--- config.mk ---
export PLATFORM = sky130hd
export DESIGN_NAME = netport_mgr
export DESIGN_NICKNAME = d
export VERILOG_FILES = /design/src/netport_pkg.sv /design/src/netport_mgr.sv
export SDC_FILE = /design/constraint.sdc
export NUM_CORES = 2
export LEC_CHECK = 0
export BUFFER_PORTS_ARGS = -buffer_cell sky130_fd_sc_hd__buf_4
export CAP_MARGIN = 40
export CORE_MARGIN = 2
export CORE_UTILIZATION = 50
export DETAILED_ROUTE_END_ITERATION = 10
export GPL_ROUTABILITY_DRIVEN = 0
export GPL_TIMING_DRIVEN = 0
export PLACE_DENSITY = 0.78
export REMOVE_ABC_BUFFERS = 1
export SKIP_CTS_REPAIR_TIMING = 1
export SYNTH_ARGS = -nofsm -noshare
export SYNTH_HDL_FRONTEND = slang
export SYNTH_SLANG_ARGS = --single-unit
export TNS_END_PERCENT = 100
--- constraint.sdc ---
create_clock -name sys_clk -period 12.9 [get_ports sys_clk]
set_input_delay 1.935 -clock sys_clk [delete_from_list [all_inputs] [get_ports sys_clk]]
set_output_delay 1.935 -clock sys_clk [all_outputs]
set_load 0.03 [all_outputs]
--- src/netport_pkg.sv ---
// Constants and carrier types for the network instruction port manager.
// Assumes a 250 MHz sys_clk and an AXI4-Lite master with 32-bit data.
package netport_pkg;
  localparam int NPORTS = 8;
  localparam logic [7:0] OFS_IDLE = 8'h00;
  localparam logic [7:0] OFS_FAULT = 8'h04;
  localparam logic [7:0] OFS_RESULT = 8'h08;
  localparam logic [7:0] OFS_CTRL = 8'h28;
  localparam logic [7:0] OFS_ISSUE = 8'h3C;
  localparam logic [7:0] OFS_RXLIM = 8'h40;
  localparam logic [7:0] OFS_STATUS = 8'h44;
  localparam logic [7:0] IDLE_RST = 8'hFF;
  localparam logic [15:0] WORDS_MIN = 16'h0001;
  localparam logic [15:0] WORDS_MAX = 16'h0100;
  localparam logic [7:0] NET_MAX = 8'h7F;
  localparam logic [7:0] NODE_LOCAL = 8'h00;
  localparam logic [7:0] NODE_BCAST = 8'hFF;
  localparam logic [15:0] C3_MBZ = 16'h70F0;
  localparam int C3_PORT_LSB = 8;
  localparam int C3_PORT_HI = 11;
  localparam int C3_NORSP = 15;
  localparam logic [15:0] CMD_TX_MAX = 16'h021E;
  localparam logic [15:0] CODE_TMO = 16'h0205;
  localparam logic [15:0] CODE_TXLONG = 16'h1103;
  localparam logic [15:0] CODE_RXLONG = 16'h1104;
  localparam logic [15:0] TMO_DEFAULT = 16'h0014;
  localparam int CLK_NS = 4;
  localparam int TENTH_NS = 100000000;
  localparam int TICK_CYCLES = (TENTH_NS + CLK_NS - 1) / CLK_NS;
  localparam logic [1:0] RESP_OKAY = 2'h0;
  localparam logic [1:0] RESP_SLVERR = 2'h2;

  typedef enum logic [1:0] {
    KIND_SEND = 2'b00, KIND_RECV = 2'b01, KIND_CMD = 2'b10, KIND_BAD = 2'b11
  } kind_type;
  typedef enum logic [2:0] {
    UC_CPU = 3'b000, UC_APP = 3'b001, UC_BUS = 3'b010, UC_INNER = 3'b011,
    UC_NET = 3'b100, UC_BAD = 3'b111
  } unitcls_type;
  typedef enum logic [1:0] {
    PS_IDLE = 2'b00, PS_QUEUED = 2'b01, PS_SEND = 2'b11, PS_WAIT = 2'b10
  } portst_type;
  typedef enum logic [2:0] {
    RK_IDLE = 3'b000, RK_FAULT = 3'b001, RK_RESULT = 3'b010, RK_CTRL = 3'b011,
    RK_ISSUE = 3'b100, RK_RXLIM = 3'b101, RK_STATUS = 3'b110, RK_NONE = 3'b111
  } regk_type;
  typedef struct packed {
    logic [2:0] port;
    kind_type kind;
    logic [6:0] net;
    logic [7:0] node;
    logic [7:0] unit;
    unitcls_type cls;
    logic [8:0] words;
    logic [15:0] txBytes;
  } netReq_type;
  typedef struct packed {
    logic [2:0] port;
    logic [15:0] bytes;
    logic [15:0] code;
  } netRsp_type;
endpackage

--- src/netport_mgr.sv ---
// Port manager and control word checker for network instructions.
// Assumes a network unit on sys_clk that takes one request per handshake
// and returns responses tagged with the port number.
//
// The register addresses and the AXI4-Lite interface to the registers were decided locally.
`timescale 1ns/10ps
// Overview of operation
// RULE_01: Eight ports, one instruction each at once
// RULE_02: Idle flag bit per port, 1 when idle
// RULE_03: Fault flag bit per port, bit equals port
// RULE_04: Result word cleared at start, set at end
// RULE_05: Port held by protocol macro refuses instructions
// RULE_06: No response in time sets fault and code
// RULE_07: Command over 542 bytes aborts with fault
// RULE_08: Oversized response faults, nothing stored
// RULE_09: Other errors only in remote code
// RULE_10: Word count must be 1 to 256
// RULE_11: Network 0 to 127, high byte zero
// RULE_12: Unit low byte, node high, FF broadcast
// RULE_13: Decode unit address into destination class
// RULE_14: Retries, port, zero bits, no-response bit
// RULE_15: Monitor time in tenths of a second
// RULE_16: Zero monitor time means two seconds
// RULE_17: Send to own CPU is refused
// RULE_18: Network 0 resolves to lowest unit's network
// RULE_19: Software checks idle bit before issuing
// RULE_20: Source data kept stable while busy
// RULE_21: Broadcast expects no response, no retries
// RULE_22: Retransmit up to retry count on silence
// RULE_23: Flags and result update with idle bit
module netport_mgr #(
  parameter int unsigned TICK = netport_pkg::TICK_CYCLES
) (
  input wire logic sys_clk,
  input wire logic srst,
  input wire logic [7:0] awaddr,
  input wire logic awvalid,
  output logic awready,
  input wire logic [31:0] wdata,
  input wire logic [3:0] wstrb,
  input wire logic wvalid,
  output logic wready,
  output logic [1:0] bresp,
  output logic bvalid,
  input wire logic bready,
  input wire logic [7:0] araddr,
  input wire logic arvalid,
  output logic arready,
  output logic [31:0] rdata,
  output logic [1:0] rresp,
  output logic rvalid,
  input wire logic rready,
  input wire logic [7:0] protoBusy,
  input wire logic [6:0] lowestNet,
  input wire logic [7:0] ownNode,
  output logic reqValid,
  input wire logic reqReady,
  output netport_pkg::netReq_type reqInfo,
  input wire logic rspValid,
  input wire netport_pkg::netRsp_type rspInfo,
  output logic keepData
);
  import netport_pkg::*;

  typedef struct packed {
    logic awHeld, wHeld, bValid, rValid, accepted, rejected, txValid, keep;
    logic [7:0] awAddr, idle, fault, noResp;
    logic [31:0] wData, rData, issue, presc;
    logic [3:0] wStrb;
    logic [1:0] bResp, rResp;
    logic [4:0][15:0] ctrl;
    logic [15:0] rxLim, remote;
    logic [7:0][15:0] result, tmo, left, rxl;
    portst_type [7:0] pst;
    netReq_type [7:0] req;
    logic [7:0][3:0] retry;
    netReq_type txReq;
  } state_type;

  state_type q, n;
  logic tick, wrIssue, doIssue, wordsBad, selfDst, cfgOk;
  logic evTxLong, evRxLong, evRspOk, txPick;
  logic [7:0] evTmo, evRetry, busyMask, ofs, dNode, dUnit;
  logic [2:0] issPort, rspPort, txPort;
  logic [31:0] iw, mw;
  logic [6:0] dNet;
  unitcls_type dCls;
  kind_type kind;

  function automatic logic [31:0] mergeB(input logic [31:0] o, input logic [31:0] v,
                                        input logic [3:0] s);
    for (int b = 0; b < 4; b++) begin
      o[8*b +: 8] = s[b] ? v[8*b +: 8] : o[8*b +: 8];
    end
    return o;
  endfunction

  function automatic regk_type regKind(input logic [7:0] a);
    logic [7:0] w;
    w = {a[7:2], 2'b00};
    if (w == OFS_IDLE) return RK_IDLE;
    if (w == OFS_FAULT) return RK_FAULT;
    if (w >= OFS_RESULT && w < OFS_CTRL) return RK_RESULT;
    if (w >= OFS_CTRL && w < OFS_ISSUE) return RK_CTRL;
    if (w == OFS_ISSUE) return RK_ISSUE;
    if (w == OFS_RXLIM) return RK_RXLIM;
    if (w == OFS_STATUS) return RK_STATUS;
    return RK_NONE;
  endfunction

  function automatic unitcls_type unitClass(input logic [7:0] u);
    if (u == 8'h00) return UC_CPU;
    if (u == 8'h01) return UC_APP;
    if (u[7:4] == 4'h1) return UC_BUS;
    if (u == 8'hE1) return UC_INNER;
    if (u == 8'hFE) return UC_NET;
    return UC_BAD;
  endfunction

  assign awready = !q.awHeld && !q.bValid;
  assign wready = !q.wHeld && !q.bValid;
  assign bvalid = q.bValid;
  assign bresp = q.bResp;
  assign arready = !q.rValid;
  assign rvalid = q.rValid;
  assign rdata = q.rData;
  assign rresp = q.rResp;
  assign reqValid = q.txValid;
  assign reqInfo = q.txReq;
  assign keepData = q.keep;
  assign tick = (q.presc == 32'(TICK - 1));
  assign rspPort = rspInfo.port;
  assign txPort = q.txReq.port;
  assign issPort = q.ctrl[3][C3_PORT_LSB +: 3]; // RULE_14

  // Decode of the held control words for a new instruction
  always_comb begin
    dNet = q.ctrl[1][6:0];
    dNode = q.ctrl[2][15:8]; // RULE_12
    dUnit = q.ctrl[2][7:0];
    dCls = unitClass(dUnit); // RULE_13
    mw = mergeB(q.issue, q.wData, q.wStrb);
    kind = kind_type'(mw[1:0]);
    wordsBad = q.ctrl[0] < WORDS_MIN || q.ctrl[0] > WORDS_MAX; // RULE_10
    selfDst = kind == KIND_SEND && dUnit == 8'h00 && (dNode == NODE_LOCAL
              || (dNode == ownNode && (dNet == 7'h00 || dNet == lowestNet))); // RULE_17
    cfgOk = !wordsBad && q.ctrl[1][15:8] == 8'h00 && q.ctrl[1][7:0] <= NET_MAX // RULE_11
            && (q.ctrl[3] & C3_MBZ) == 16'h0000 && !q.ctrl[3][C3_PORT_HI] // RULE_14
            && kind != KIND_BAD && dCls != UC_BAD && !selfDst;
    for (int i = 0; i < NPORTS; i++) begin
      busyMask[i] = q.pst[i] != PS_IDLE;
    end
  end

  always_comb begin
    n = q;
    n.keep = 1'b0;
    wrIssue = 1'b0;
    doIssue = 1'b0;
    evTxLong = 1'b0;
    evRxLong = 1'b0;
    evRspOk = 1'b0;
    evTmo = 8'h00;
    evRetry = 8'h00;
    txPick = 1'b0;
    iw = 32'h0000_0000;
    ofs = 8'h00;
    n.presc = tick ? 32'h0000_0000 : q.presc + 32'h0000_0001;

    // Write channel: address and data may arrive in either order
    if (q.bValid && bready) n.bValid = 1'b0;
    if (awvalid && awready) begin
      n.awHeld = 1'b1;
      n.awAddr = awaddr;
    end
    if (wvalid && wready) begin
      n.wHeld = 1'b1;
      n.wData = wdata;
      n.wStrb = wstrb;
    end
    if (q.awHeld && q.wHeld) begin
      n.awHeld = 1'b0;
      n.wHeld = 1'b0;
      n.bValid = 1'b1;
      n.bResp = RESP_OKAY;
      ofs = q.awAddr - OFS_CTRL;
      unique case (regKind(q.awAddr))
        RK_CTRL: begin
          iw = mergeB({16'h0000, q.ctrl[ofs[4:2]]}, q.wData, q.wStrb);
          n.ctrl[ofs[4:2]] = iw[15:0];
        end
        RK_RXLIM: begin
          iw = mergeB({16'h0000, q.rxLim}, q.wData, q.wStrb);
          n.rxLim = iw[15:0];
        end
        RK_ISSUE: begin
          wrIssue = 1'b1;
          n.issue = mw;
          // Refuse busy ports and ports held by the protocol macro
          n.accepted = cfgOk && q.idle[issPort] && !protoBusy[issPort]; // RULE_01 RULE_05
          n.rejected = !n.accepted;
          if (n.accepted) begin
            if (kind == KIND_CMD && mw[31:16] > CMD_TX_MAX) begin
              evTxLong = 1'b1;
              n.fault[issPort] = 1'b1; // RULE_07
              n.result[issPort] = CODE_TXLONG;
            end else begin
              doIssue = 1'b1;
              n.idle[issPort] = 1'b0; // RULE_02
              n.result[issPort] = 16'h0000; // RULE_04
              n.pst[issPort] = PS_QUEUED;
              // Snapshot the destination; the data area itself is the caller's
              n.req[issPort] = '{port: issPort, kind: kind, // RULE_20
                net: (dNet == 7'h00) ? lowestNet : dNet, // RULE_18
                node: dNode, unit: dUnit, cls: dCls,
                words: q.ctrl[0][8:0], txBytes: mw[31:16]};
              n.retry[issPort] = q.ctrl[3][3:0];
              n.tmo[issPort] = (q.ctrl[4] == 16'h0000) ? TMO_DEFAULT : q.ctrl[4]; // RULE_15 RULE_16
              n.noResp[issPort] = q.ctrl[3][C3_NORSP] || dNode == NODE_BCAST; // RULE_21
              n.rxl[issPort] = (kind == KIND_CMD) ? q.rxLim : {6'h00, q.ctrl[0][8:0], 1'b0};
            end
          end
        end
        RK_NONE: n.bResp = RESP_SLVERR;
        default: ;
      endcase
    end

    // Read channel; read-only words show live port status
    if (q.rValid && rready) n.rValid = 1'b0;
    if (arvalid && !q.rValid) begin
      n.rValid = 1'b1;
      n.rResp = RESP_OKAY;
      n.rData = 32'h0000_0000;
      unique case (regKind(araddr))
        RK_IDLE: n.rData[7:0] = q.idle;
        RK_FAULT: n.rData[7:0] = q.fault; // RULE_03
        RK_RESULT: n.rData[15:0] = q.result[3'((araddr - OFS_RESULT) >> 2)];
        RK_CTRL: n.rData[15:0] = q.ctrl[3'((araddr - OFS_CTRL) >> 2)];
        RK_ISSUE: n.rData = q.issue;
        RK_RXLIM: n.rData[15:0] = q.rxLim;
        RK_STATUS: n.rData = {q.remote, 14'h0000, q.rejected, q.accepted};
        RK_NONE: n.rResp = RESP_SLVERR;
      endcase
    end

    // Hand a request to the network unit, lowest queued port first
    if (q.txValid && reqReady) begin
      n.txValid = 1'b0;
      if (q.noResp[txPort]) begin
        n.pst[txPort] = PS_IDLE; // RULE_21
        n.idle[txPort] = 1'b1; // RULE_23
        n.fault[txPort] = 1'b0;
        n.result[txPort] = 16'h0000;
      end else begin
        n.pst[txPort] = PS_WAIT;
        n.left[txPort] = q.tmo[txPort];
      end
    end
    if (!n.txValid) begin
      for (int i = 0; i < NPORTS; i++) begin
        if (q.pst[i] == PS_QUEUED && !txPick) begin
          txPick = 1'b1;
          n.txValid = 1'b1;
          n.txReq = q.req[i];
          n.pst[i] = PS_SEND;
        end
      end
    end

    // Response monitoring in tenths of a second
    for (int i = 0; i < NPORTS; i++) begin
      if (q.pst[i] == PS_WAIT && tick) begin
        if (q.left[i] > 16'h0001) begin
          n.left[i] = q.left[i] - 16'h0001;
        end else if (q.retry[i] != 4'h0) begin
          evRetry[i] = 1'b1;
          n.retry[i] = q.retry[i] - 4'h1; // RULE_22
          n.pst[i] = PS_QUEUED;
        end else begin
          evTmo[i] = 1'b1;
          n.pst[i] = PS_IDLE;
          n.idle[i] = 1'b1; // RULE_23
          n.fault[i] = 1'b1; // RULE_06
          n.result[i] = CODE_TMO;
        end
      end
    end

    // A response beats a time-out in the same cycle
    if (rspValid && q.pst[rspPort] == PS_WAIT) begin
      evTmo[rspPort] = 1'b0;
      evRetry[rspPort] = 1'b0;
      n.retry[rspPort] = q.retry[rspPort];
      n.pst[rspPort] = PS_IDLE;
      n.idle[rspPort] = 1'b1; // RULE_23
      if (rspInfo.bytes > q.rxl[rspPort]) begin
        evRxLong = 1'b1;
        n.fault[rspPort] = 1'b1; // RULE_08
        n.result[rspPort] = CODE_RXLONG;
      end else begin
        evRspOk = 1'b1;
        n.keep = 1'b1;
        n.fault[rspPort] = 1'b0; // RULE_09
        n.result[rspPort] = 16'h0000;
        n.remote = rspInfo.code;
      end
    end
  end

  always_ff @(posedge sys_clk) begin
    if (srst) begin
      q <= '0;
      q.idle <= IDLE_RST;
    end else begin
      q <= n;
    end
  end
endmodule

## Word-level counts from Yosys, hierarchy flattened

Cells that the tools add are included.

| word-level totals | value |
|---|---|
| bits of input ports | 119 |
| logic and storage cells | 795 |
| output and inout port bits | 99 |
| flip-flop bits (word level) | 1352 |

| cells by class | value |
|---|---|
| equal/unequal tests | 47 |
| $add $sub $neg | 20 |
| muxes and demuxes | 413 |
| reduce and logical (&&, ||, !) cells | 99 |
| $lt $le $gt $ge | 31 |
| bitwise logic cells | 36 |

Operator list:

| cell | number |
|---|---|
| $mux 496 | 4 |
| $mux 128 | 8 |
| $mux 16 | 58 |
| $mux 256 | 3 |
| $mux 56 | 9 |
| $bwmux 448 | 1 |
| $and 128x128->128 | 3 |
| $bwmux 128 | 3 |
| $not 128->128 | 3 |
| $bmux 16 s3 | 5 |
| $demux 16 s3 | 4 |
| $mux 1 | 175 |
| $demux 56 s3 | 1 |
| $mux 3 | 51 |
| $gt 16x1->1 const B | 8 |
| $sub 16x1->16 const B | 8 |
| $mux 4 | 27 |
| $and 104x104->104 | 1 |
| $not 104->104 | 1 |
| $and 96x96->96 | 1 |
| $not 96->96 | 1 |
| $bwmux 80 | 1 |
| $mux 24 | 3 |
| $bwmux 32 | 2 |
| 67 further kinds | 265 |

## Logic depth before layout (Yosys ltp)

| depth | value |
|---|---|
| depth in word-level cells | 50 |
| mapped depth | 19 |

## Worst setup path after synthesis

OpenSTA, ideal clock, no wires.

| timing | value |
|---|---|
| path kind | in2reg |
| start | input rspInfo[33] (netlist name) |
| end | register q[1069] (netlist name) |
| stages on the path | 17 |
| required time | 12.830 ns |
| library setup time | 0.070 ns |
| slack | 7.298 ns |
| data arrival time | 5.531 ns |
| path through | clkbuf_1 -> buf_1 -> nor3_1 -> clkbuf_1 -> a22oi_1 -> and4_1 -> ha_1 -> a21o_1 -> a21o_1 -> a21oi_1 -> o21ai_0 -> o21ai_1 -> and2_1 -> clkbuf_1 -> clkbuf_1 -> nand2_1 -> a21oi_1 |

| on the way | value |
|---|---|
| cells in the longest elaborated chain, start to end | 5 |
| elaborated cells between the ends (all ways) | 9 |
| classes of those cells | order compare: 1; eq/ne: 1; mux: 4; bitwise: 1; reduce/logical: 2 |

Ends and longest elaborated chain:

| item | RTL line | source |
|---|---|---|
| start, declared | netport_mgr.sv:60 | `input wire netport_pkg::netRsp_type rspInfo,` |
| $bmux 16 s3 / $bmux 2 s3 (equally long branches) | netport_mgr.sv:297, netport_mgr.sv:291 |  |
| $mux 16 (not written as such) / $mux 2 (equally long branches) | netport_mgr.sv:297, netport_mgr.sv:291 |  |
| $gt 16x16->1 / $eq 2x2->1 (equally long branches) | netport_mgr.sv:297, netport_mgr.sv:291 |  |
| $not 1->1 (no source line) / $logic_and 1x1->1 (equally long branches) | -- |  |
| $reduce_and 2->1 (no source line) (*) | -- |  |
| end signal, assigned | netport_mgr.sv:316 | `q <= n;` |
| end, declared | netport_mgr.sv:80 | `state_type q, n;` |

Mark *: on every way between the ends. The rest lies on a longest branch, timed or not. The select of a mux whose other input is x is not followed.
A chain may end at the register's enable or synchronous reset.

## Worst setup path after layout

| timing | value |
|---|---|
| start | input rspInfo[34] (netlist name) |
| end | register q[1077] (netlist name) |

The elaborated chain is that of the path after synthesis.

==> results.md <==
- The run finished with clean final reports.
- For this run, the detailed router's first-pass iteration total came to 7.
- Dividing the synthesized area by the synthesized cell count gives about 8.0 um2.
- The non-filler instance count after layout is ~9,300.
- The setup clock skew after layout is around 0.030 ns.
- The path class of the tightest hold or removal check is flip-flop to flip-flop.
- The number of global-route vias before repair is 56,892.
- Row generation in the floorplan step produced 128 rows.
- The number of violations reported at the end of detailed-routing iteration 0 is roughly 9,000.
- In the final timing run, aggregate negative setup slack is 0 ns.
- Clock tree synthesis inserted a total of about 140 buffers.
- The final standard cell area without fillers is around 70,000 um2.
- The launching element type of the critical path is an input port.
- Tracing the worst setup path back leads to its startpoint at rspInfo[34].
- Global routing finished with a remaining overflow of 0.
- After synthesis the cells add up to around 60,000 um2.
- From left edge to right edge, the die measures between 300 and 400 um.
- The final period demand of the worst path is between 5 and 6 ns.
- The filler cells instantiated in the layout total between 10,000 and 15,000.
- The number of nets with antenna violations after routing is 0.
- Across all setup checks in the final design, the least slack found is ~7.4 ns.
- Summed over all layers, the routed wires come to 212 mm.
- Setup repair after global routing left no endpoint under its margin.
- The share of total power in combinational logic is under 10%.
- The number of buffers on the longest clock path is 3.
- For this design the static power due to leakage is about 24 nW.
- The count of vias placed by the detailed router is 60,097.
- The share of total power dissipated in the clock network is between 40% and 50%.
- The gate count after technology mapping is 7,721.
- Data on the critical path arrives at its endpoint at around 6.2 ns.
- The die covers around 130,000 um2.
- During I/O placement, the number of pins put on the boundary was ~220.
- The max capacitance violation total is 0.
- Timing would allow up to 181 MHz.
- Counting cells, the worst reg-to-reg path comes to 12.
- In this run the worst path has a maximum fanout of 21.
- The final-report max-slew violation count is 0.
- The total of buffers placed on input and output ports is 211.
- After floorplanning, the core was sized to cover approximately 120,000 um2.
- The proportion of synthesized chip area in sequential cells is between 40% and 50%.
- Measured against its own limit, the worst slew margin works out to 33.6%.
- The first global-routing pass estimated ~320 mm of wire.
- The number of antenna violations at the first check in global routing is 8.
- The sum of net half-perimeters after detailed placement is roughly 140 mm.
- The number of warnings issued by yosys is 0.
- The DRC violation count after routing is 0.
- The pin count of the biggest net entering global routing is ~170.
- The switching share of total power is between 20 and 25%.
- The combined area of the multi-input logic cells is 31,200 um2.
- The maximum VDD drop is between 100 and 150 uV.
- At the worst endpoint, the required time is about 14 ns.
- In the synthesized netlist the dominant register cell turns out to be sky130_fd_sc_hd__dfxtp_1.
- The number of register bits inferred by synthesis is about 1,300.
- The most critical setup path has its endpoint at q[1077].
- The worst setup path is captured at a flip-flop.
- The library cells used most frequently in the layout, excluding fill and tap cells, are 1,654 x sky130_fd_sc_hd__nand2_1, 1,348 x sky130_fd_sc_hd__dfxtp_1, 995 x sky130_fd_sc_hd__a21oi_1.
- The placed instances occupy a cell area of around 65,000 um2.
- The worst flop-to-flop path startpoint is q[1183].
- The setup-violating endpoint count in the final report is 0.
- The number of enable-type register cells in the synthesized netlist is 0.
- The critical path is of the input port to flip-flop type.
- The number of distinct library cell variants in the gate-level netlist after synthesis is 88.
- The area growth from synthesis to layout is 13.9%.
- After layout, the worst path uses between 40% and 50% of the clock period.
- The proportion of layout cells with a drive suffix above 1 is ~11%.
- After clock tree synthesis, the clock-pin slew on the worst setup and hold paths is 0.06 ns.
- Across all register-to-register paths, the minimum setup slack is between 7 and 8 ns.
- The worst setup slack before clock tree synthesis is 6.76 ns.
- The vertical extent of the die is 354 um.
- The CTS tree is yes.
- The average vias per placed instance is 6.45.
- For the pin with the worst max-slew slack, the measured transition is 0.988 ns.
- The final hold violation count was 0.
- The end of the worst register-to-register path is q[108].
- In this run, placement finished with an instance count of 9,054.
- The internal power contribution is 6.92 mW.
- The final total power is 9.18 mW.
- The share of total power dissipated in sequential elements is about 46%.
- The number of H-tree levels is 4.
- The power per unit of standard cell area is 131 nW/um2.
- Clock tree synthesis found a total of between 1,000 and 1,500 sinks.
- The clock latency of the later-clocked register in the worst-skew pair is ~0.8 ns.
- The routed length per placed instance is roughly 23 um.
- Of all flip-flops after synthesis, the portion carrying an async set or reset was 0%.
- The tree is rooted in a sky130_fd_sc_hd__clkbuf_16.
- Summing all flip-flop and latch instances after layout gives roughly 27,000 um2.
- Leaving out fill and tap cells, the most frequent cell in the layout is sky130_fd_sc_hd__nand2_1.
- Across every metal layer, demand over resource in global routing totals between 30% and 40%.
- The initial utilization of the core area, before any placement, comes to 50.4%.
- The net switching power is 2.26 mW.
- After the last flow step, the layout net total stands at roughly 7,700.
[cell families after synthesis]
family,Yosys count,synth area share [%]
simple gates,3231,23.3
flops,1348,44.0
fa+ha+maj,45,0.917
mux,168,4.21
buf+inv,776,5.61
compound gates,2107,21.3
xor+xnor,45,0.642
other cells,1,0.00611
[metal layers]
metal / share of wire (%) / global-route usage, % / routed length, um / vias up
met5: 0.022 / 0 / 46 / -
met4: 6.6 / 21.1 / 14000 / 4
met3: 12 / 8.26 / 26000 / 911
met2: 44 / 49.8 / 93700 / 3974
met1: 37 / 40.0 / 77900 / 28341
li1: - / - / - / 26867
[power groups by stage]
stage	Sequential [mW]	Combinational, mW	Clock [mW]
after floorplan	4.40	0.223	0
after global placement	4.35	0.562	0
after detailed placement	4.35	0.617	0
after CTS	4.26	0.620	4.28
after global routing	4.26	0.669	4.47
final	4.26	0.637	4.29
[worst min-delay path by stage]
stage	from	to	cells past startpoint	slack [ns]
after floorplan	q[1184]	q[1184]	1	0.41
after global placement	q[1184]	q[1184]	1	0.43
after detailed placement	q[983]	q[983]	1	0.44
after CTS	q[181]	q[181]	2	0.45
after global routing	q[237]	q[237]	2	0.46
final	q[1184]	q[1184]	1	0.44
[synth_stat cells (12+ instances only)]
cell                        count  area (um2)
sky130_fd_sc_hd__nand2_1     1656        6220
sky130_fd_sc_hd__dfxtp_1     1348       27000
sky130_fd_sc_hd__a21oi_1      995        4980
sky130_fd_sc_hd__nor2_1       710        2670
sky130_fd_sc_hd__clkbuf_1     484        1820
sky130_fd_sc_hd__a211oi_1     295        2210
sky130_fd_sc_hd__o21ai_0      201        1010
sky130_fd_sc_hd__a22oi_1      139        1040
sky130_fd_sc_hd__nor3_1       135         676
sky130_fd_sc_hd__nand3_1      121         606
sky130_fd_sc_hd__and3_1       119         744
sky130_fd_sc_hd__and2_1       112         701
sky130_fd_sc_hd__buf_4         95         713
sky130_fd_sc_hd__buf_2         81         405
sky130_fd_sc_hd__o211ai_1      81         608
sky130_fd_sc_hd__inv_1         69         259
sky130_fd_sc_hd__mux4_2        69        1550
sky130_fd_sc_hd__a311oi_1      68         596
sky130_fd_sc_hd__o311ai_0      67         587
sky130_fd_sc_hd__mux2i_1       66         661
sky130_fd_sc_hd__nor4_1        64         400
sky130_fd_sc_hd__nand4_1       63         394
sky130_fd_sc_hd__nor2b_1       62         388
sky130_fd_sc_hd__a221oi_1      59         517
sky130_fd_sc_hd__a31oi_1       46         288
sky130_fd_sc_hd__ha_1          45         563
sky130_fd_sc_hd__nand2b_1      42         263
sky130_fd_sc_hd__buf_1         36         135
sky130_fd_sc_hd__mux2_2        32         360
sky130_fd_sc_hd__or3_1         32         200
sky130_fd_sc_hd__o22ai_1       24         150
sky130_fd_sc_hd__xor2_1        23         201
sky130_fd_sc_hd__or4_1         22         165
sky130_fd_sc_hd__xnor2_1       22         193
sky130_fd_sc_hd__a22o_1        16         140
sky130_fd_sc_hd__a21o_1        15         113
sky130_fd_sc_hd__and4_1        13         114
sky130_fd_sc_hd__a2111oi_0     12         105
[area by class of cell]
type / instances / area share [%]
antenna: 6 / 0.0215
clock buffer: 204 / 5.92
clock inverter: 52 / 1.04
inverter: 70 / 0.379
multi-input combinational: 5598 / 44.6
sequential: 1348 / 38.6
tap: 1625 / 2.91
timing repair buffer: 413 / 6.49
[per-stage QoR]
step / util, % / hold WS (ns)
floorplan: - / 0.413
global placement: 50.7 / 0.425
detailed placement: 53.4 / 0.439
CTS: 57.3 / 0.447
global route: 57.4 / 0.463
finish: 57.4 / 0.442
[registers in the layout, summed over array words and instances, names as in the netlist]
name      cells
dNode         8
rdata        32
dNet          7
reqValid      1
dUnit         8
reqInfo      53
bresp         1
keepData      1
q          1228
issPort       3
bvalid        1
rvalid        1
rresp         1
txPort        3
[critical path: stages]
cell,delay (ns)
sky130_fd_sc_hd__buf_4,0.21
sky130_fd_sc_hd__nand2b_1,0.26
sky130_fd_sc_hd__nor2_2,0.57
sky130_fd_sc_hd__buf_8,0.25
sky130_fd_sc_hd__a22oi_1,0.10
sky130_fd_sc_hd__and4_1,0.27
sky130_fd_sc_hd__ha_1,0.31
sky130_fd_sc_hd__a21o_1,0.16
sky130_fd_sc_hd__a21o_1,0.17
sky130_fd_sc_hd__a21oi_1,0.15
sky130_fd_sc_hd__o21ai_0,0.11
sky130_fd_sc_hd__o21ai_2,0.38
sky130_fd_sc_hd__buf_8,0.24
sky130_fd_sc_hd__and2_1,0.74
sky130_fd_sc_hd__nand2_1,0.15
sky130_fd_sc_hd__a21oi_1,0.16
Power figures use the tool's default switching activity.
